==> config.mk <==
export PLATFORM = sky130hd
export DESIGN_NAME = fbs_station
export DESIGN_NICKNAME = d
export VERILOG_FILES = /design/src/include/fbs_pkg.sv /design/src/rtl/fbs_fifo.sv /design/src/rtl/fbs_station.sv
export VERILOG_INCLUDE_DIRS = /design/src /design/src/include
export SDC_FILE = /design/constraint.sdc
export NUM_CORES = 1
export LEC_CHECK = 0
export BUFFER_PORTS_ARGS = -buffer_cell sky130_fd_sc_hd__buf_2
export CORE_MARGIN = 2
export CORE_UTILIZATION = 45
export DETAILED_ROUTE_END_ITERATION = 7
export PLACE_DENSITY_LB_ADDON = 0.05
export SLEW_MARGIN = 20
export SYNTH_ARGS = -nofsm -noshare
export SYNTH_HDL_FRONTEND = slang
export SYNTH_SLANG_ARGS = --single-unit
==> constraint.sdc <==
create_clock -name REF_CLK -period 3.9 [get_ports REF_CLK]
set_clock_uncertainty 0.15 [all_clocks]
set_input_delay 0.975 -clock REF_CLK [delete_from_list [all_inputs] [get_ports REF_CLK]]
set_output_delay 0.975 -clock REF_CLK [all_outputs]
set_load 0.02 [all_outputs]
==> src/include/fbs_map.svh <==
`ifndef FBS_MAP_SVH
`define FBS_MAP_SVH
// ************
// register offsets
// ************
`define FBS_OFF_CTRL 8'h00
`define FBS_OFF_STATION 8'h04
`define FBS_OFF_STATUS 8'h08
`define FBS_OFF_TXDATA 8'h0c
`define FBS_OFF_RXDATA 8'h10
`define FBS_OFF_COUNTS 8'h14
// ************
// ctrl fields
// ************
`define FBS_CTRL_ROLE_LSB 0
`define FBS_CTRL_RATE_LSB 2
`define FBS_CTRL_PAR_LSB 5
`define FBS_CTRL_STOP2_BIT 7
`define FBS_CTRL_K1_BIT 8
`define FBS_CTRL_REMOTE_BIT 9
`define FBS_CTRL_CRC_BIT 10
`define FBS_CTRL_RESET 32'h0000_0000
// ************
// timing
// ************
`define FBS_CLK_HZ 50000000
`define FBS_FAST_BAUD 375000
`define FBS_SLOW_BAUD_X10 1875000
`define FBS_DIV_FAST (`FBS_CLK_HZ / `FBS_FAST_BAUD)
`define FBS_DIV_SLOW ((`FBS_CLK_HZ * 10) / `FBS_SLOW_BAUD_X10)
`define FBS_DIV_SER(r) (`FBS_CLK_HZ / (r))
`define FBS_FIFO_DEPTH 16
`define FBS_MASTER_LINE 1'b0
`define FBS_SLAVE_LINE 1'b1
`endif

==> src/include/fbs_pkg.sv <==
package fbs_pkg;
  typedef enum logic [1:0] {
    FBS_ROLE_MASTER = 2'b00,
    FBS_ROLE_ISLAVE = 2'b01,
    FBS_ROLE_SERIAL = 2'b10
  } fbs_role_e;
  typedef enum logic [1:0] {
    FBS_PAR_NONE = 2'b00,
    FBS_PAR_EVEN = 2'b01,
    FBS_PAR_ODD = 2'b10
  } fbs_par_e;
  typedef enum logic [1:0] {
    FBS_ST_IDLE = 2'b00,
    FBS_ST_START = 2'b01,
    FBS_ST_BITS = 2'b10,
    FBS_ST_STOP = 2'b11
  } fbs_st_e;
endpackage

==> src/rtl/fbs_fifo.sv <==
module fbs_fifo #(
  parameter int WIDTH = 8,
  parameter int DEPTH = 16
) (
  input wire logic clk,
  input wire logic rst_n,
  input wire logic in_valid,
  output logic in_ready,
  input wire logic [WIDTH-1:0] in_data,
  output logic out_valid,
  input wire logic out_ready,
  output logic [WIDTH-1:0] out_data
);
  localparam int AW = $clog2(DEPTH);
  logic [WIDTH-1:0] mem_ff [DEPTH];
  logic [AW-1:0] wp_ff;
  logic [AW-1:0] rp_ff;
  logic [AW:0] cnt_ff;
  logic push;
  logic pop;
  assign in_ready = (cnt_ff != DEPTH[AW:0]);
  assign out_valid = (cnt_ff != '0);
  assign out_data = mem_ff[rp_ff];
  assign push = in_valid && in_ready;
  assign pop = out_valid && out_ready;
  always_ff @(posedge clk) begin
    if (push) begin
      mem_ff[wp_ff] <= in_data;
    end
  end
  always_ff @(posedge clk) begin
    if (!rst_n) begin
      wp_ff <= '0;
      rp_ff <= '0;
      cnt_ff <= '0;
    end else begin
      if (push) begin
        wp_ff <= wp_ff + 1'b1;
      end
      if (pop) begin
        rp_ff <= rp_ff + 1'b1;
      end
      cnt_ff <= cnt_ff + {{AW{1'b0}}, push} - {{AW{1'b0}}, pop};
    end
  end
endmodule

==> src/rtl/fbs_station.sv <==
`include "fbs_map.svh"
module fbs_station (
  input wire logic REF_CLK,
  input wire logic RST_N,
  input wire logic HSEL,
  input wire logic [7:0] HADDR,
  input wire logic [1:0] HTRANS,
  input wire logic HWRITE,
  input wire logic [2:0] HSIZE,
  input wire logic [31:0] HWDATA,
  input wire logic HREADY,
  output logic [31:0] HRDATA,
  output logic HREADYOUT,
  output logic HRESP,
  input wire logic RXD,
  output logic TXD,
  output logic TX_OE_N,
  input wire logic MASTER_RUN,
  input wire logic SELECTOR_HALT,
  output logic RUN_STATE,
  output logic [3:0] BUS_ADDR,
  output logic LINE_NUM
);
  // ************
  // bus slave
  // ************
  logic [31:0] ctrl_ff;
  logic [3:0] station_ff;
  logic [15:0] counts_ff;
  logic [7:0] addr_ff;
  logic wr_ff;
  logic rd_ff;
  logic pe_ff;
  logic fe_ff;
  logic ovr_ff;
  logic [31:0] nxt_rdata;
  logic tx_in_valid;
  logic tx_in_ready;
  logic rx_out_valid;
  logic rx_out_ready;
  logic [7:0] rx_out_data;
  logic rx_push;
  logic rx_in_ready;
  logic [7:0] rx_byte_ff;
  logic rx_done;
  logic rx_pe;
  logic rx_fe;
  wire logic take = HSEL && HREADY && HTRANS[1];
  always_ff @(posedge REF_CLK) begin
    if (!RST_N) begin
      addr_ff <= 8'h00;
      wr_ff <= 1'b0;
      rd_ff <= 1'b0;
    end else begin
      addr_ff <= HADDR;
      wr_ff <= take && HWRITE;
      rd_ff <= take && !HWRITE;
    end
  end
  always_ff @(posedge REF_CLK) begin
    if (!RST_N) begin
      ctrl_ff <= `FBS_CTRL_RESET;
      station_ff <= 4'h1;
      counts_ff <= 16'h0000;
    end else if (wr_ff) begin
      case (addr_ff)
        `FBS_OFF_CTRL: ctrl_ff <= {21'h000000, HWDATA[10:0]};
        `FBS_OFF_STATION: station_ff <= HWDATA[3:0];
        // byte counts are software's duty to match on both ends
        `FBS_OFF_COUNTS: counts_ff <= HWDATA[15:0];
        default: ;
      endcase
    end
  end
  assign tx_in_valid = wr_ff && (addr_ff == `FBS_OFF_TXDATA);
  assign rx_out_ready = rd_ff && (addr_ff == `FBS_OFF_RXDATA);
  always_comb begin
    nxt_rdata = 32'h0000_0000;
    case (addr_ff)
      `FBS_OFF_CTRL: nxt_rdata = ctrl_ff;
      `FBS_OFF_STATION: nxt_rdata = {28'h0000000, station_ff};
      `FBS_OFF_STATUS: nxt_rdata = {26'h0000000, RUN_STATE, ovr_ff, fe_ff, pe_ff, rx_out_valid, tx_in_ready};
      `FBS_OFF_RXDATA: nxt_rdata = {23'h000000, rx_out_valid, rx_out_data};
      `FBS_OFF_COUNTS: nxt_rdata = {16'h0000, counts_ff};
      default: nxt_rdata = 32'h0000_0000;
    endcase
  end
  // combinational read path would break the flop-output style, so data arrives one cycle late
  always_ff @(posedge REF_CLK) begin
    if (!RST_N) begin
      HRDATA <= 32'h0000_0000;
      HREADYOUT <= 1'b1;
      HRESP <= 1'b0;
    end else begin
      HREADYOUT <= !(take && !HWRITE);
      if (rd_ff) begin
        HRDATA <= nxt_rdata;
      end
    end
  end
  // ************
  // config decode
  // ************
  wire fbs_pkg::fbs_role_e role = fbs_pkg::fbs_role_e'(ctrl_ff[`FBS_CTRL_ROLE_LSB +: 2]);
  wire fbs_pkg::fbs_par_e par = fbs_pkg::fbs_par_e'(ctrl_ff[`FBS_CTRL_PAR_LSB +: 2]);
  wire logic [2:0] rate_sel = ctrl_ff[`FBS_CTRL_RATE_LSB +: 3];
  // two stop bits only without parity
  wire logic stop2 = ctrl_ff[`FBS_CTRL_STOP2_BIT] && (par == fbs_pkg::FBS_PAR_NONE);
  wire logic serial_comm_mode = (role == fbs_pkg::FBS_ROLE_SERIAL);
  // 18 bits: the 300 baud bit time does not fit in 16
  logic [17:0] div;
  always_comb begin
    div = 18'(`FBS_DIV_FAST);
    if (serial_comm_mode) begin
      case (rate_sel)
        3'h0: div = 18'(`FBS_DIV_SER(300));
        3'h1: div = 18'(`FBS_DIV_SER(600));
        3'h2: div = 18'(`FBS_DIV_SER(1200));
        3'h3: div = 18'(`FBS_DIV_SER(2400));
        3'h4: div = 18'(`FBS_DIV_SER(4800));
        3'h5: div = 18'(`FBS_DIV_SER(9600));
        default: div = 18'(`FBS_DIV_SER(19200));
      endcase
    end else if (ctrl_ff[`FBS_CTRL_K1_BIT]) begin
      div = 18'(`FBS_DIV_SLOW);
    end
  end
  // ************
  // station identity and run mirror
  // ************
  always_ff @(posedge REF_CLK) begin
    if (!RST_N) begin
      BUS_ADDR <= 4'h0;
      LINE_NUM <= `FBS_MASTER_LINE;
    end else if (role == fbs_pkg::FBS_ROLE_MASTER) begin
      BUS_ADDR <= 4'h0;
      LINE_NUM <= `FBS_MASTER_LINE;
    end else begin
      BUS_ADDR <= station_ff + 4'h1;
      LINE_NUM <= `FBS_SLAVE_LINE;
    end
  end
  logic [2:0] run_sync_ff;
  logic [2:0] halt_sync_ff;
  always_ff @(posedge REF_CLK) begin
    if (!RST_N) begin
      run_sync_ff <= 3'h0;
      halt_sync_ff <= 3'h7;
      RUN_STATE <= 1'b0;
    end else begin
      run_sync_ff <= {run_sync_ff[1:0], MASTER_RUN};
      halt_sync_ff <= {halt_sync_ff[1:0], SELECTOR_HALT};
      if (halt_sync_ff[2] && halt_sync_ff[1]) begin
        RUN_STATE <= 1'b0;
      end else if (ctrl_ff[`FBS_CTRL_REMOTE_BIT] && role == fbs_pkg::FBS_ROLE_ISLAVE &&
                   run_sync_ff[2] == run_sync_ff[1]) begin
        RUN_STATE <= run_sync_ff[2];
      end
    end
  end
  // crc on/off is carried in ctrl for the framing layer outside this block
  // ************
  // tx path
  // ************
  logic tx_out_valid;
  logic tx_out_ready;
  logic [7:0] tx_out_data;
  fbs_fifo #(.WIDTH(8), .DEPTH(`FBS_FIFO_DEPTH)) u_txq (
    .clk(REF_CLK),
    .rst_n(RST_N),
    .in_valid(tx_in_valid),
    .in_ready(tx_in_ready),
    .in_data(HWDATA[7:0]),
    .out_valid(tx_out_valid),
    .out_ready(tx_out_ready),
    .out_data(tx_out_data)
  );
  fbs_pkg::fbs_st_e tx_st_ff;
  logic [17:0] tx_cnt_ff;
  logic [3:0] tx_bit_ff;
  logic [9:0] tx_sh_ff;
  wire logic par_bit = ^tx_out_data ^ (par == fbs_pkg::FBS_PAR_ODD);
  assign tx_out_ready = (tx_st_ff == fbs_pkg::FBS_ST_IDLE);
  always_ff @(posedge REF_CLK) begin
    if (!RST_N) begin
      tx_st_ff <= fbs_pkg::FBS_ST_IDLE;
      tx_cnt_ff <= 18'h00000;
      tx_bit_ff <= 4'h0;
      tx_sh_ff <= 10'h3ff;
      TXD <= 1'b1;
      TX_OE_N <= 1'b1;
    end else begin
      unique case (tx_st_ff)
        fbs_pkg::FBS_ST_IDLE: begin
          TX_OE_N <= 1'b1;
          TXD <= 1'b1;
          if (tx_out_valid) begin
            // frame: data lsb first, optional parity, stops
            tx_sh_ff <= {1'b1, (par == fbs_pkg::FBS_PAR_NONE) ? 1'b1 : par_bit, tx_out_data};
            tx_bit_ff <= 4'(8 + ((par != fbs_pkg::FBS_PAR_NONE) ? 1 : 0) + (stop2 ? 2 : 1));
            tx_cnt_ff <= div - 18'h00001;
            TXD <= 1'b0;
            TX_OE_N <= 1'b0;
            tx_st_ff <= fbs_pkg::FBS_ST_BITS;
          end
        end
        fbs_pkg::FBS_ST_BITS: begin
          if (tx_cnt_ff != 18'h00000) begin
            tx_cnt_ff <= tx_cnt_ff - 18'h00001;
          end else if (tx_bit_ff == 4'h0) begin
            tx_st_ff <= fbs_pkg::FBS_ST_IDLE;
          end else begin
            tx_cnt_ff <= div - 18'h00001;
            TXD <= tx_sh_ff[0];
            tx_sh_ff <= {1'b1, tx_sh_ff[9:1]};
            tx_bit_ff <= tx_bit_ff - 4'h1;
          end
        end
        default: tx_st_ff <= fbs_pkg::FBS_ST_IDLE;
      endcase
    end
  end
  // ************
  // rx path
  // ************
  logic [2:0] rx_sync_ff;
  logic rx_lvl_ff;
  always_ff @(posedge REF_CLK) begin
    if (!RST_N) begin
      rx_sync_ff <= 3'h7;
      rx_lvl_ff <= 1'b1;
    end else begin
      rx_sync_ff <= {rx_sync_ff[1:0], RXD};
      if (rx_sync_ff[2] == rx_sync_ff[1]) begin
        rx_lvl_ff <= rx_sync_ff[2];
      end
    end
  end
  fbs_pkg::fbs_st_e rx_st_ff;
  logic [17:0] rx_cnt_ff;
  logic [3:0] rx_bit_ff;
  logic rx_par_ff;
  always_ff @(posedge REF_CLK) begin
    if (!RST_N) begin
      rx_st_ff <= fbs_pkg::FBS_ST_IDLE;
      rx_cnt_ff <= 18'h00000;
      rx_bit_ff <= 4'h0;
      rx_byte_ff <= 8'h00;
      rx_par_ff <= 1'b0;
      rx_done <= 1'b0;
      rx_pe <= 1'b0;
      rx_fe <= 1'b0;
    end else begin
      rx_done <= 1'b0;
      unique case (rx_st_ff)
        fbs_pkg::FBS_ST_IDLE: begin
          if (!rx_lvl_ff) begin
            rx_cnt_ff <= {1'b0, div[17:1]};
            rx_st_ff <= fbs_pkg::FBS_ST_START;
          end
        end
        fbs_pkg::FBS_ST_START: begin
          if (rx_cnt_ff != 18'h00000) begin
            rx_cnt_ff <= rx_cnt_ff - 18'h00001;
          end else if (rx_lvl_ff) begin
            rx_st_ff <= fbs_pkg::FBS_ST_IDLE;
          end else begin
            rx_cnt_ff <= div - 18'h00001;
            rx_bit_ff <= 4'h0;
            rx_par_ff <= (par == fbs_pkg::FBS_PAR_ODD);
            rx_st_ff <= fbs_pkg::FBS_ST_BITS;
          end
        end
        fbs_pkg::FBS_ST_BITS: begin
          if (rx_cnt_ff != 18'h00000) begin
            rx_cnt_ff <= rx_cnt_ff - 18'h00001;
          end else begin
            rx_cnt_ff <= div - 18'h00001;
            rx_bit_ff <= rx_bit_ff + 4'h1;
            if (rx_bit_ff < 4'h8) begin
              rx_byte_ff <= {rx_lvl_ff, rx_byte_ff[7:1]};
              rx_par_ff <= rx_par_ff ^ rx_lvl_ff;
            end else begin
              rx_pe <= (rx_par_ff != rx_lvl_ff);
            end
            if ((rx_bit_ff == 4'h7 && par == fbs_pkg::FBS_PAR_NONE) || rx_bit_ff == 4'h8) begin
              rx_st_ff <= fbs_pkg::FBS_ST_STOP;
              if (rx_bit_ff == 4'h7) begin
                rx_pe <= 1'b0;
              end
            end
          end
        end
        fbs_pkg::FBS_ST_STOP: begin
          if (rx_cnt_ff != 18'h00000) begin
            rx_cnt_ff <= rx_cnt_ff - 18'h00001;
          end else begin
            // only first stop bit is checked; second is idle time
            rx_fe <= !rx_lvl_ff;
            rx_done <= 1'b1;
            rx_st_ff <= fbs_pkg::FBS_ST_IDLE;
          end
        end
      endcase
    end
  end
  assign rx_push = rx_done;
  fbs_fifo #(.WIDTH(8), .DEPTH(`FBS_FIFO_DEPTH)) u_rxq (
    .clk(REF_CLK),
    .rst_n(RST_N),
    .in_valid(rx_push),
    .in_ready(rx_in_ready),
    .in_data(rx_byte_ff),
    .out_valid(rx_out_valid),
    .out_ready(rx_out_ready),
    .out_data(rx_out_data)
  );
  // sticky errors: set wins over a status write clear
  wire logic clr = wr_ff && (addr_ff == `FBS_OFF_STATUS);
  always_ff @(posedge REF_CLK) begin
    if (!RST_N) begin
      pe_ff <= 1'b0;
      fe_ff <= 1'b0;
      ovr_ff <= 1'b0;
    end else begin
      pe_ff <= (rx_done && rx_pe) || (pe_ff && !(clr && HWDATA[2]));
      fe_ff <= (rx_done && rx_fe) || (fe_ff && !(clr && HWDATA[3]));
      ovr_ff <= (rx_done && !rx_in_ready) || (ovr_ff && !(clr && HWDATA[4]));
    end
  end
endmodule

Word-level counts from Yosys, hierarchy flattened
Memory sizes are Yosys's and may differ from the RTL's. A register that Yosys moved wholly into a read port is not among the register bits. Cells that the tools add are included.

Register bits: 191. RAM bits: 256. Output and inout port bits: 42. Logic and storage cells: 229. Memories kept: 2.

Add/subtract/negate cells: 16. Order comparisons: 1. Equal/unequal tests: 38. Mux-type cells: 62. Bitwise gates (word level): 4. Reductions and logical operators: 68.

Memory list: u_rxq.mem_ff (words 16, width 8, read ports 1, clocked after Yosys merged registers in 1, wr ports 1, RTL line fbs_fifo.sv:15) `logic [WIDTH-1:0] mem_ff [DEPTH];`; u_txq.mem_ff (words 16, width 8, read ports 1, clocked after Yosys merged registers in 1, wr ports 1, RTL line fbs_fifo.sv:15).

Operators with widths (number): two-way mux 18 bit (9); one-hot mux 18 bit (6 select lines) (1); one-hot mux 16 bit (5 select lines) (1); one-hot mux 18 bit (4 select lines) (1); subtractor 18 x 1 -> 18 bit, second input constant (3); two-way mux 4 bit (10); one-hot mux 18 bit (2 select lines) (1); nonzero test 18 bit (2); two-way mux 10 bit (3); logical AND 1 bit (25); adder 4 x 1 -> 4 bit, second input constant (6); != test 2 bit, second input constant (11); two-way mux 2 bit (10); one-hot mux 10 bit (2 select lines) (1); two-way mux 1 bit (18); == test 8 x 4 -> 1 bit, second input constant (2); == test 8 x 5 -> 1 bit, second input constant (2); one-hot mux 4 bit (2 select lines) (2); AND reduction 3 bit (5); AND reduction 2 bit (6); adder 5 x 1 -> 5 bit (2); == test 2 bit, second input constant (5); != test 5 bit, second input constant (2); AND reduction 5 bit (2); 33 further kinds (59).

Logic depth before layout (Yosys ltp)
Gate-level depths: netlist (run 1).

Depth in word-level cells: 7. Depth in mapped cells: 15.

Modules after synthesis
A second synthesis (run 1) with hierarchy kept.

Cells, all modules: 1574. Area total of the unflattened synthesis: 19234.7 um^2.

By module, submodules not included: fbs_fifo (instances 2, cells each 308, area an instance 5878.1 um^2); fbs_station (instances 1, cells each 958, area an instance 7478.4 um^2).

Least setup slack after synthesis (run 1)
No wires, ideal clock.

Kind: register to register. Start: reg addr_ff[1]. End: reg u_rxq.cnt_ff[4]. Setup time: 0.132 ns. Arrival time: 2.974 ns. Required time: 3.618 ns. Slack: 0.644 ns. Stages on the path, launching flop included: 15. Clock period less this slack: 3.256 ns. Cell sequence: dfxtp_1 -> or4_1 -> nor3_2 -> nand2_1 -> nor4_4 -> ha_1 -> inv_1 -> ha_1 -> inv_1 -> fa_1 -> inv_1 -> a21oi_1 -> nor2_1 -> or3_1 -> a21oi_1.

Cells in the longest elaborated chain, start to end: 4.

RTL lines: start, declared (RTL line fbs_station.sv:30) `logic [7:0] addr_ff;`; start signal, assigned (RTL line fbs_station.sv:51) `addr_ff <= 8'h00;`; start signal, assigned (RTL line fbs_station.sv:55) `addr_ff <= HADDR;`; == test 8 x 5 -> 1 bit; logical AND 1 bit (RTL line fbs_station.sv:76) `` assign rx_out_ready = rd_ff && (addr_ff == `FBS_OFF_RXDATA); ``; logical AND 1 bit (RTL line fbs_fifo.sv:25) `assign pop = out_valid && out_ready;`; via u_rxq.pop (RTL line fbs_fifo.sv:20) `logic pop;`; subtractor 5 x 1 -> 5 bit (RTL line fbs_fifo.sv:43) `cnt_ff <= cnt_ff + {{AW{1'b0}}, push} - {{AW{1'b0}}, pop};`; end signal, assigned (RTL line fbs_fifo.sv:43); end, declared (RTL line fbs_fifo.sv:18) `logic [AW:0] cnt_ff;`.

The timed path passes the listed nets, and every way through them passes these cells. A chain may end at the register's enable or synchronous reset.

Worst setup path after layout (run 1)
Ends and elaborated chain as after synthesis.

==> results of run 1 <==
[state kept, by name (all words and copies together), names as in the netlist, 5 cells and up, named ones only]
| name | count |
|---|---|
| counts_ff | 16 |
| u_txq.cnt_ff | 5 |
| HRDATA | 16 |
| rx_byte_ff | 8 |
| addr_ff | 8 |
| tx_sh_ff | 9 |
| ctrl_ff | 11 |
| rx_cnt_ff | 18 |
| tx_cnt_ff | 18 |
| u_txq.mem_ff | 128 |
| u_rxq.mem_ff | 128 |
| u_rxq.cnt_ff | 5 |
[per-stage QoR]
stage / worst slack [ps] / cell area [sq um] / util / power (mW) / hold WS [ps]
2_1_floorplan: 644 / 18800 / - / 7.41 / 236
3_3_place_gp: 467 / 19700 / 0.481 / 8.01 / 240
3_5_place_dp: 426 / 19700 / 0.481 / 8.06 / 243
4_1_cts: 417 / 21400 / 0.521 / 12.7 / 257
5_1_grt: 170 / 21400 / 0.521 / 13.3 / 265
6_report: 450 / 21400 / 0.521 / 12.6 / 254
[cells in the final DEF (no fill, tap or decap), types with 26 or more instances in the layout]
cell type	synthesis	layout
sky130_fd_sc_hd__mux4_2	63	63
sky130_fd_sc_hd__edfxtp_1	256	256
sky130_fd_sc_hd__dfxtp_1	181	179
sky130_fd_sc_hd__nor2_1	168	168
sky130_fd_sc_hd__buf_2	6	57
sky130_fd_sc_hd__buf_4	20	47
sky130_fd_sc_hd__mux2i_1	45	45
sky130_fd_sc_hd__clkbuf_16	0	49
sky130_fd_sc_hd__nand2_1	126	126
sky130_fd_sc_hd__a22oi_1	35	35
sky130_fd_sc_hd__xnor2_1	26	26
sky130_fd_sc_hd__inv_1	49	48
sky130_fd_sc_hd__nor3_1	30	30
sky130_fd_sc_hd__a21oi_1	97	97
sky130_fd_sc_hd__ha_1	34	34
sky130_fd_sc_hd__o21ai_0	51	51
[per-layer routing]
layer	GRT usage	vias to the layer above	routed length (um)
met4	0.0548	0	848
met1	0.298	5857	21200
met3	0.0263	58	1600
li1	-	5663	-
met2	0.336	243	21200
met5	0	-	0
[cell type report]
cell class	count	area (sq um)
clock buffers	72	1410
well taps	532	666
flip-flops and latches	437	11300
clock inverters	17	225
multi-input cells	937	6870
repair buffers	107	698
fillers	3490	19600
inverters	49	186
[where the power goes]
| group | internal [mW] | switching [mW] |
|---|---|---|
| clock | 2.84 | 1.81 |
| sequential | 5.05 | 0.208 |
| combinational | 1.10 | 1.60 |
| total | 8.99 | 3.61 |
[cells by family (layout without fill, tap and decap cells)]
| family | count (synthesis) | in the layout | synth area share |
|---|---|---|---|
| and+or+nand+nor | 446 | 446 | 0.110 |
| DFF | 437 | 437 | 0.602 |
| AOI/OAI and AO/OA | 266 | 266 | 0.0883 |
| buffers and inverters | 152 | 245 | 0.0361 |
| muxes | 123 | 123 | 0.116 |
| xor gates and xnor gates | 49 | 49 | 0.0228 |
| adders and majority gates | 36 | 36 | 0.0248 |
| other | 1 | 17 | 0.000200 |
[final timing paths]
path / start / end / slack, ps / cells past startpoint
setup / recovery: addr_ff[1] / u_rxq.cnt_ff[4] / 450 / 14
hold / removal: rx_sync_ff[0] / rx_sync_ff[1] / 250 / 1
setup reg to reg: addr_ff[1] / u_rxq.cnt_ff[4] / 450 / 14
hold reg to reg: rx_sync_ff[0] / rx_sync_ff[1] / 250 / 1
[worst reg2reg max path, cell delays in order (launching register included)]
cell                      delay, ps
sky130_fd_sc_hd__dfxtp_1        300
sky130_fd_sc_hd__or4_1          630
sky130_fd_sc_hd__nor3_2         180
sky130_fd_sc_hd__nand2_1        230
sky130_fd_sc_hd__nor4_4         440
sky130_fd_sc_hd__ha_1           310
sky130_fd_sc_hd__inv_1           60
sky130_fd_sc_hd__ha_1           160
sky130_fd_sc_hd__inv_1           60
sky130_fd_sc_hd__fa_1           420
sky130_fd_sc_hd__inv_1           70
sky130_fd_sc_hd__a21oi_1         60
sky130_fd_sc_hd__nor2_1         110
sky130_fd_sc_hd__or3_1          110
sky130_fd_sc_hd__a21oi_1         50
==> results_dict.tcl, run 1 <==
set metrics [dict create \
    yosys_warnings 0 \
    detailed_place_hpwl_um 29900 \
    p_leak_nw 7.40 \
    drt_pre_antenna_iters 5 \
    yosysMostFrequentCell "sky130_fd_sc_hd__edfxtp_1" \
    worstHoldPathType "reg -> reg" \
    first_global_vias 11500 \
    clk_pin_slew_worst_paths_ps 60 \
    wire_length_of_the_first_global_routing_pass_um 69100 \
    cts_sinks 437 \
    critical_path_peak_fanout 6 \
    route.detailed.drc 0 \
    ioPinCount 95 \
    synthesis.instances 1510 \
    criticalPathCategory "reg -> reg" \
    chain_of_cells_forming_the_critical_path "or4_1 > nor3_2 > nand2_1 > nor4_4 > ha_1 > inv_1 > ha_1 > inv_1 > fa_1 > inv_1 > a21oi_1 > nor2_1 > or3_1 > a21oi_1" \
    timing.max_cap.violations 0 \
    grtUsageTotal 0.208 \
    via_per_inst 5.50 \
    yosys.area.top_type "sky130_fd_sc_hd__edfxtp_1" \
    ctsHtreeMaxLevel 2 \
    synth_flop_cell "sky130_fd_sc_hd__edfxtp_1" \
    finalWirelength_um 44900 \
    fin_setup_tns_ps 0 \
    tritoncts "built" \
    coreArea_sq_mm 0.0410 \
    syn-cell-area_sq_mm 0.0188 \
    clockRootBuffer "sky130_fd_sc_hd__clkbuf_16" \
    routed-via-count 11800 \
    antenna_cells_inserted 0 \
    final-max-slew-violation-count 0 \
    synth_top_area_frac 0.409 \
    report.final.hold_viol_count 0 \
    final_cell_count_no_fill 2151 \
    max-vdd-ir-drop_v 0.000358 \
    antenna_violating_nets_post_route 0 \
    sequential_share_of_the_synthesized_area 0.602 \
    maxClockFrequency_ghz 0.290 \
    synth-edff-count 256 \
    status "complete, no violations" \
    cts.repair_timing.setup_buffer_count 0 \
    post_route_cells_drive_above_1_share 0.164 \
    synth_common_cells "sky130_fd_sc_hd__edfxtp_1 (256), sky130_fd_sc_hd__dfxtp_1 (181), sky130_fd_sc_hd__nor2_1 (168)" \
    time_the_final_worst_path_needs_with_i_o_delays_and_setup_ps 3450 \
    finalNetCount 1669 \
    synth.top_cells.by_area "sky130_fd_sc_hd__edfxtp_1 (41%), sky130_fd_sc_hd__dfxtp_1 (19%), sky130_fd_sc_hd__mux4_2 (7.6%), sky130_fd_sc_hd__nor2_1 (3.4%), sky130_fd_sc_hd__a21oi_1 (2.6%)" \
    ys_async_sr_fraction 0 \
    drtIter0Drc 862 \
    post-place-cells 2062 \
    crit_required_ps 4200 \
    grt_antenna_before_repair 0 \
    residual_overflow_from_global_routing 0 \
    crit_path_top_delay_cell "sky130_fd_sc_hd__or4_1" \
    critPathBufInv 3 \
    setup_viol 0 \
    syn_area_per_cell_sq_um 12.4 \
    worst_max_slew_margin_expressed_relative_to_the_limit 0.322 \
    path_delay_family "simple AND/OR/NAND/NOR gates" \
    floorplan.die.height_um 208 \
    cts_made_buffers 48 \
    buffer_ports.inserted 57 \
    ys_ff_latch 437 \
    cts-hold-fix-buffers 0 \
    die_area_sq_mm 0.0434 \
    synth_cell_types 69 \
    floorplan.initialDensity 0.458 \
    cpPeakStageDelay_ps 630 \
    pwr_density_cell_mw_per_mm2 590 \
    grt_start_max_net_pins 50 \
    cp_data_arrival_time_ps 3750 \
    post_drt_wl_per_cell_um 20.9 \
    post_cts_sizing_count 0 \
    worst_setup_path_start_kind "flop" \
    bufs_on_longest_clock_path 3 \
    worst-slew-pin-transition_ps 1010 \
    area.growth.synth_to_final_pct 13.8 \
    rsz0062_at_grt "no" \
    final_min_period_over_clock_period 0.885 \
    clk-insertion-delay-late_ps 570 \
    place.gp.congestion 0.837 \
    chipWidth_um 208 \
    floorplan.rows 74 \
    endpoint_kind "flop" \
    crit_top_cell "sky130_fd_sc_hd__inv_1" \
]
(Power assumes the default switching activity.)
==> run 2: changes to the inputs <==
Settings changed: BUFFER_PORTS_ARGS -buffer_cell sky130_fd_sc_hd__buf_2 to -buffer_cell sky130_fd_sc_hd__buf_4.
Clock period 3.9 ns to 3.1 ns, I/O delays scaled along.
==> results_dict.tcl, run 2 (same netlist as run 1, synthesis figures left out) <==
set metrics [dict create \
    status "complete, no violations" \
    chipWidth_um 208 \
    hold_depth 2 \
    buffer_ports.inserted 57 \
    timing.max_cap.violations 0 \
    worst_max_slew_margin_expressed_relative_to_the_limit 0.421 \
    post-layout-total-power_mw 16.0 \
    crit_required_ps 3470 \
    floorplan.rows 74 \
    clk_pin_slew_worst_paths_ps 60 \
    floorplan.initialDensity 0.458 \
    global_route.usage.met1 0.298 \
    setup_viol 0 \
    post_route_cells_drive_above_1_share 0.187 \
    finalHoldWorstSlack_ps 229 \
    route.detailed.drc 0 \
    first_global_vias 11700 \
    finalNetCount 1705 \
    timing.reg2reg.worst_path_depth 14 \
    cp_data_arrival_time_ps 3280 \
    coreArea_sq_mm 0.0410 \
    grt_util_met2 0.329 \
    tritoncts "built" \
    area.growth.synth_to_final_pct 16.5 \
    ctsHtreeMaxLevel 2 \
    maxClockFrequency_ghz 0.343 \
    via_per_inst 5.47 \
    routed-via-count 11900 \
    grtUsageTotal 0.209 \
    post_drt_wl_per_cell_um 20.5 \
    final-max-slew-violation-count 0 \
    antenna_violating_nets_post_route 0 \
    multi_input_comb_area_sq_mm 0.00689 \
    report.final.hold_viol_count 0 \
    cts_sinks 437 \
    most_common_library_cell_in_the_layout_ignoring_fill_and_taps "sky130_fd_sc_hd__edfxtp_1" \
    hold_path_startpoint "SELECTOR_HALT" \
    floorplan.die.height_um 208 \
    max-vdd-ir-drop_v 0.000481 \
    fin_setup_tns_ps 0 \
    grt_antenna_before_repair 2 \
    top_regs "u_rxq.mem_ff x128, u_txq.mem_ff x128" \
    detailed_place_hpwl_um 30200 \
    time_the_final_worst_path_needs_with_i_o_delays_and_setup_ps 2910 \
    pwr_density_cell_mw_per_mm2 732 \
    cpPeakStageDelay_ps 570 \
    drt_pre_antenna_iters 5 \
    chain_of_cells_forming_the_critical_path "or4_4 > nor3_4 > nand2_2 > nor4_4 > ha_1 > inv_1 > ha_2 > inv_2 > fa_2 > inv_1 > a21oi_1 > nor2_1 > or3_1 > a21oi_1" \
    wire_length_of_the_first_global_routing_pass_um 69400 \
    cts_made_buffers 47 \
    bufs_on_longest_clock_path 3 \
    drtIter0Drc 731 \
    globalRouteMet3Util 0.0394 \
    worst_setup_path_start_kind "flop" \
    die_area_sq_mm 0.0434 \
    cts-hold-fix-buffers 0 \
    seqCellArea_sq_mm 0.0113 \
    clockRootBuffer "sky130_fd_sc_hd__clkbuf_16" \
    final_min_period_over_clock_period 0.940 \
    fillerInstances 3545 \
    p_leak_nw 7.65 \
    hold_path_end "halt_sync_ff[0]" \
    finish.instance_area_sq_mm 0.0219 \
    finalWirelength_um 44700 \
    clk-insertion-delay-late_ps 580 \
    endpoint_kind "flop" \
    ioPinCount 95 \
    worstHoldPathType "in -> reg" \
    worst-slew-pin-transition_ps 861 \
    reg2reg_setup_slack_ps 190 \
    criticalPathCategory "reg -> reg" \
    critical_path_peak_fanout 3 \
    antenna_cells_inserted 0 \
    critical_path.reg2reg.startpoint "addr_ff[1]" \
    grt_start_max_net_pins 44 \
    place_area_sq_mm 0.0202 \
    most-common-layout-cells "sky130_fd_sc_hd__edfxtp_1 (256), sky130_fd_sc_hd__dfxtp_1 (179), sky130_fd_sc_hd__nor2_1 (168), sky130_fd_sc_hd__buf_4 (136), sky130_fd_sc_hd__nand2_1 (125)" \
    grt_max_usage_layer "met2" \
    crit_path_top_delay_cell "sky130_fd_sc_hd__or4_4" \
    residual_overflow_from_global_routing 0 \
    reg2reg_to "u_rxq.cnt_ff[4]" \
    place.gp.congestion 0.856 \
]
==> run 2: cell type report <==
cell class	instances	area share
Sequential cell	437	0.517
Multi-Input combinational cell	937	0.315
Clock buffer	68	0.0634
Timing Repair Buffer	144	0.0540
Tap cell	532	0.0304
Clock inverter	17	0.0114
Inverter	49	0.00852
==> run 2: worst max path at each step <==
stage          startpoint               to  slack, ps  depth (start not counted)
2_1_floorplan  addr_ff[1]  u_rxq.cnt_ff[4]         20                         14
3_3_place_gp   addr_ff[1]  u_rxq.cnt_ff[4]         50                         14
3_5_place_dp   addr_ff[1]  u_rxq.cnt_ff[4]         20                         14
4_1_cts        addr_ff[1]  u_rxq.cnt_ff[4]          9                         14
5_1_grt        addr_ff[1]  u_rxq.cnt_ff[4]        -20                         14
6_report       addr_ff[1]  u_rxq.cnt_ff[4]        190                         14
==> run 2: power by group <==
part | switching [mW] | leakage [nW] | internal [mW]
Clock | 2.26 | 0.806 | 3.60
Sequential | 0.240 | 3.81 | 6.36
Combinational | 2.04 | 3.03 | 1.53
Total | 4.54 | 7.65 | 11.5
==> run 2: through the flow <==
stage,util,std cells,setup slack (ps)
5_1_grt,0.533,2184,-20.2
4_1_cts,0.533,2184,8.65
6_report,0.533,2184,186
3_5_place_dp,0.493,2099,23.6
3_3_place_gp,0.493,2099,51.2
2_1_floorplan,-,1526,15.1
==> run 2: critical path, delay by kind of cell, from the launching register on <==
family / cells / cell delay, ps
AOI/OAI and AO/OA: 2 / 280
adders and majority gates: 3 / 560
buffers and inverters: 3 / 140
DFF: 1 / 300
and+or+nand+nor: 6 / 1400
==> run 2: what timing repair did <==
item | 4_1_cts | 5_1_grt
resized for setup | 0 | 6
setup endpoints to repair | 0 | 3
buffers inserted | 0 | 0
==> run 2: layer usage <==
layer | vias up | wire length [um]
met3 | 54 | 2030
met1 | 5911 | 20900
met4 | 2 | 835
li1 | 5744 | -
met5 | - | 13
met2 | 229 | 20900
==> run 3: changes to the inputs <==
Settings changed: CTS_BUF_LIST from default to sky130_fd_sc_hd__clkbuf_8.
==> results_dict.tcl, run 3 (same netlist as run 1, synthesis figures left out) <==
set metrics [dict create \
    reg2reg_to "u_rxq.cnt_ff[4]" \
    top_regs "u_rxq.mem_ff x128, u_txq.mem_ff x128" \
    cp.depth 14 \
    via_per_inst 5.43 \
    path_delay_family "simple AND/OR/NAND/NOR gates" \
    drt_pre_antenna_iters 5 \
    status "complete, no violations" \
    clk_pin_slew_worst_paths_ps 60 \
    timing.reg2reg.worst_path_depth 14 \
    detailed_place_hpwl_um 30200 \
    residual_overflow_from_global_routing 0 \
    ctsHtreeMaxLevel 3 \
    worstHoldPathType "in -> reg" \
    pwr_density_cell_mw_per_mm2 699 \
    grt_start_max_net_pins 44 \
    cts-hold-fix-buffers 0 \
    drtIter0Drc 777 \
    endpoint_kind "flop" \
    coreArea_sq_mm 0.0410 \
    grtUsageTotal 0.211 \
    logic_pwr_share 0.236 \
    die_area_sq_mm 0.0434 \
    worst_setup_path_startpoint "addr_ff[1]" \
    area.growth.synth_to_final_pct 15.3 \
    worst-slew-pin-transition_ps 894 \
    time_the_final_worst_path_needs_with_i_o_delays_and_setup_ps 2910 \
    ioPinCount 95 \
    chain_of_cells_forming_the_critical_path "or4_4 > nor3_4 > nand2_2 > nor4_4 > ha_1 > inv_1 > ha_2 > inv_2 > fa_2 > inv_1 > a21oi_1 > nor2_1 > or3_1 > a21oi_1" \
    cpPeakStageDelay_ps 570 \
    buffer_ports.inserted 57 \
    chipWidth_um 208 \
    hold_path_startpoint "SELECTOR_HALT" \
    clockRootBuffer "sky130_fd_sc_hd__clkbuf_8" \
    cellInternalPower_mw 10.5 \
    route.detailed.drc 0 \
    routed-via-count 12100 \
    bufs_on_longest_clock_path 3 \
    tritoncts "built" \
    antenna_violating_nets_post_route 0 \
    grt_antenna_before_repair 2 \
    post-place-cells 2099 \
    p_seq_frac 0.436 \
    post_drt_wl_per_cell_um 20.2 \
    setup_viol 0 \
    p_leak_nw 7.65 \
    power_frac_clock 0.328 \
    critical_path_peak_fanout 3 \
    wire_length_of_the_first_global_routing_pass_um 70200 \
    critPathCapture "u_rxq.cnt_ff[4]" \
    final-max-slew-violation-count 0 \
    cts_sinks 437 \
    criticalPathCategory "reg -> reg" \
    finalNetCount 1733 \
    report.final.hold_viol_count 0 \
    final_min_period_over_clock_period 0.939 \
    worst_setup_path_start_kind "flop" \
    reg2reg_setup_slack_ps 190 \
    floorplan.die.height_um 208 \
    clk-insertion-delay-late_ps 630 \
    cts_made_buffers 75 \
    fraction_of_power_spent_switching_nets 0.303 \
    antenna_cells_inserted 0 \
    floorplan.initialDensity 0.458 \
    place.gp.congestion 0.856 \
    crit_required_ps 3500 \
    critPathBufInv 3 \
    finalHoldWorstSlack_ps 196 \
    postLayoutCoreUtil 0.528 \
    post-layout-total-power_mw 15.1 \
    most-common-layout-cells "sky130_fd_sc_hd__edfxtp_1 (256), sky130_fd_sc_hd__dfxtp_1 (179), sky130_fd_sc_hd__nor2_1 (168), sky130_fd_sc_hd__buf_4 (136), sky130_fd_sc_hd__nand2_1 (125)" \
    max-vdd-ir-drop_v 0.000359 \
    finalWirelength_um 45100 \
    post_route_cells_drive_above_1_share 0.197 \
    finish.instance_area_sq_mm 0.0217 \
    most_common_library_cell_in_the_layout_ignoring_fill_and_taps "sky130_fd_sc_hd__edfxtp_1" \
    floorplan.rows 74 \
    worst_max_slew_margin_expressed_relative_to_the_limit 0.399 \
    first_global_vias 12000 \
    critical_path.reg2reg.startpoint "addr_ff[1]" \
    net-switching-power_mw 4.59 \
    maxClockFrequency_ghz 0.344 \
    timing.max_cap.violations 0 \
    final_cell_count_no_fill 2230 \
    place_area_sq_mm 0.0202 \
    crit_path_top_delay_cell "sky130_fd_sc_hd__or4_4" \
    cp_data_arrival_time_ps 3310 \
]
[run 3: metal layers]
| metal | vias to the layer above | track usage | share of wire |
|---|---|---|---|
| li1 | 5798 | - | - |
| met1 | 5967 | 0.298 | 0.47 |
| met2 | 251 | 0.330 | 0.46 |
| met3 | 81 | 0.0389 | 0.043 |
| met4 | 2 | 0.0665 | 0.023 |
| met5 | - | 0 | 0.00029 |
[run 3: per-stage QoR]
step / setup WS, ps / setup TNS [ps]
final: 189 / 0
after global placement: 51.2 / 0
after global routing: -9.55 / -9.55
after detailed placement: 23.6 / 0
after CTS: 10.7 / 0
after floorplan: 15.1 / 0
[run 3: cell type report]
type | count | area (sq um)
Fill cell | 3605 | 19400
Clock buffer | 85 | 1170
Inverter | 49 | 186
Clock inverter | 46 | 245
Timing Repair Buffer | 144 | 1180
Multi-Input combinational cell | 937 | 6890
Sequential cell | 437 | 11300
Tap cell | 532 | 666
[run 3: power by group through the flow]
stage,sequential [mW],clock [mW],combinational [mW]
after CTS,6.59,5.11,3.58
after floorplan,6.66,0,2.67
after global placement,6.71,0,3.52
after detailed placement,6.71,0,3.56
after global routing,6.63,5.37,4.00
final,6.60,4.97,3.57
[run 3: what timing repair did]
action,CTS,global route
resized for setup,0,6
buffers inserted,0,0
setup endpoints to repair,0,3
[run 3: worst min path at each step]
stage	end	slack, ps	cells after the start
after CTS	halt_sync_ff[0]	160	2
after global placement	halt_sync_ff[1]	240	1
after floorplan	halt_sync_ff[1]	240	1
after global routing	rx_sync_ff[0]	190	2
after detailed placement	halt_sync_ff[1]	240	1
final	halt_sync_ff[0]	200	2
[run 3: worst register-to-register path, cell delays in order (launching register included)]
cell	delay [ps]
sky130_fd_sc_hd__dfxtp_1	300
sky130_fd_sc_hd__or4_4	570
sky130_fd_sc_hd__nor3_4	160
sky130_fd_sc_hd__nand2_2	100
sky130_fd_sc_hd__nor4_4	180
sky130_fd_sc_hd__ha_1	180
sky130_fd_sc_hd__inv_1	40
sky130_fd_sc_hd__ha_2	180
sky130_fd_sc_hd__inv_2	60
sky130_fd_sc_hd__fa_2	200
sky130_fd_sc_hd__inv_1	40
sky130_fd_sc_hd__a21oi_1	140
sky130_fd_sc_hd__nor2_1	60
sky130_fd_sc_hd__or3_1	340
sky130_fd_sc_hd__a21oi_1	140
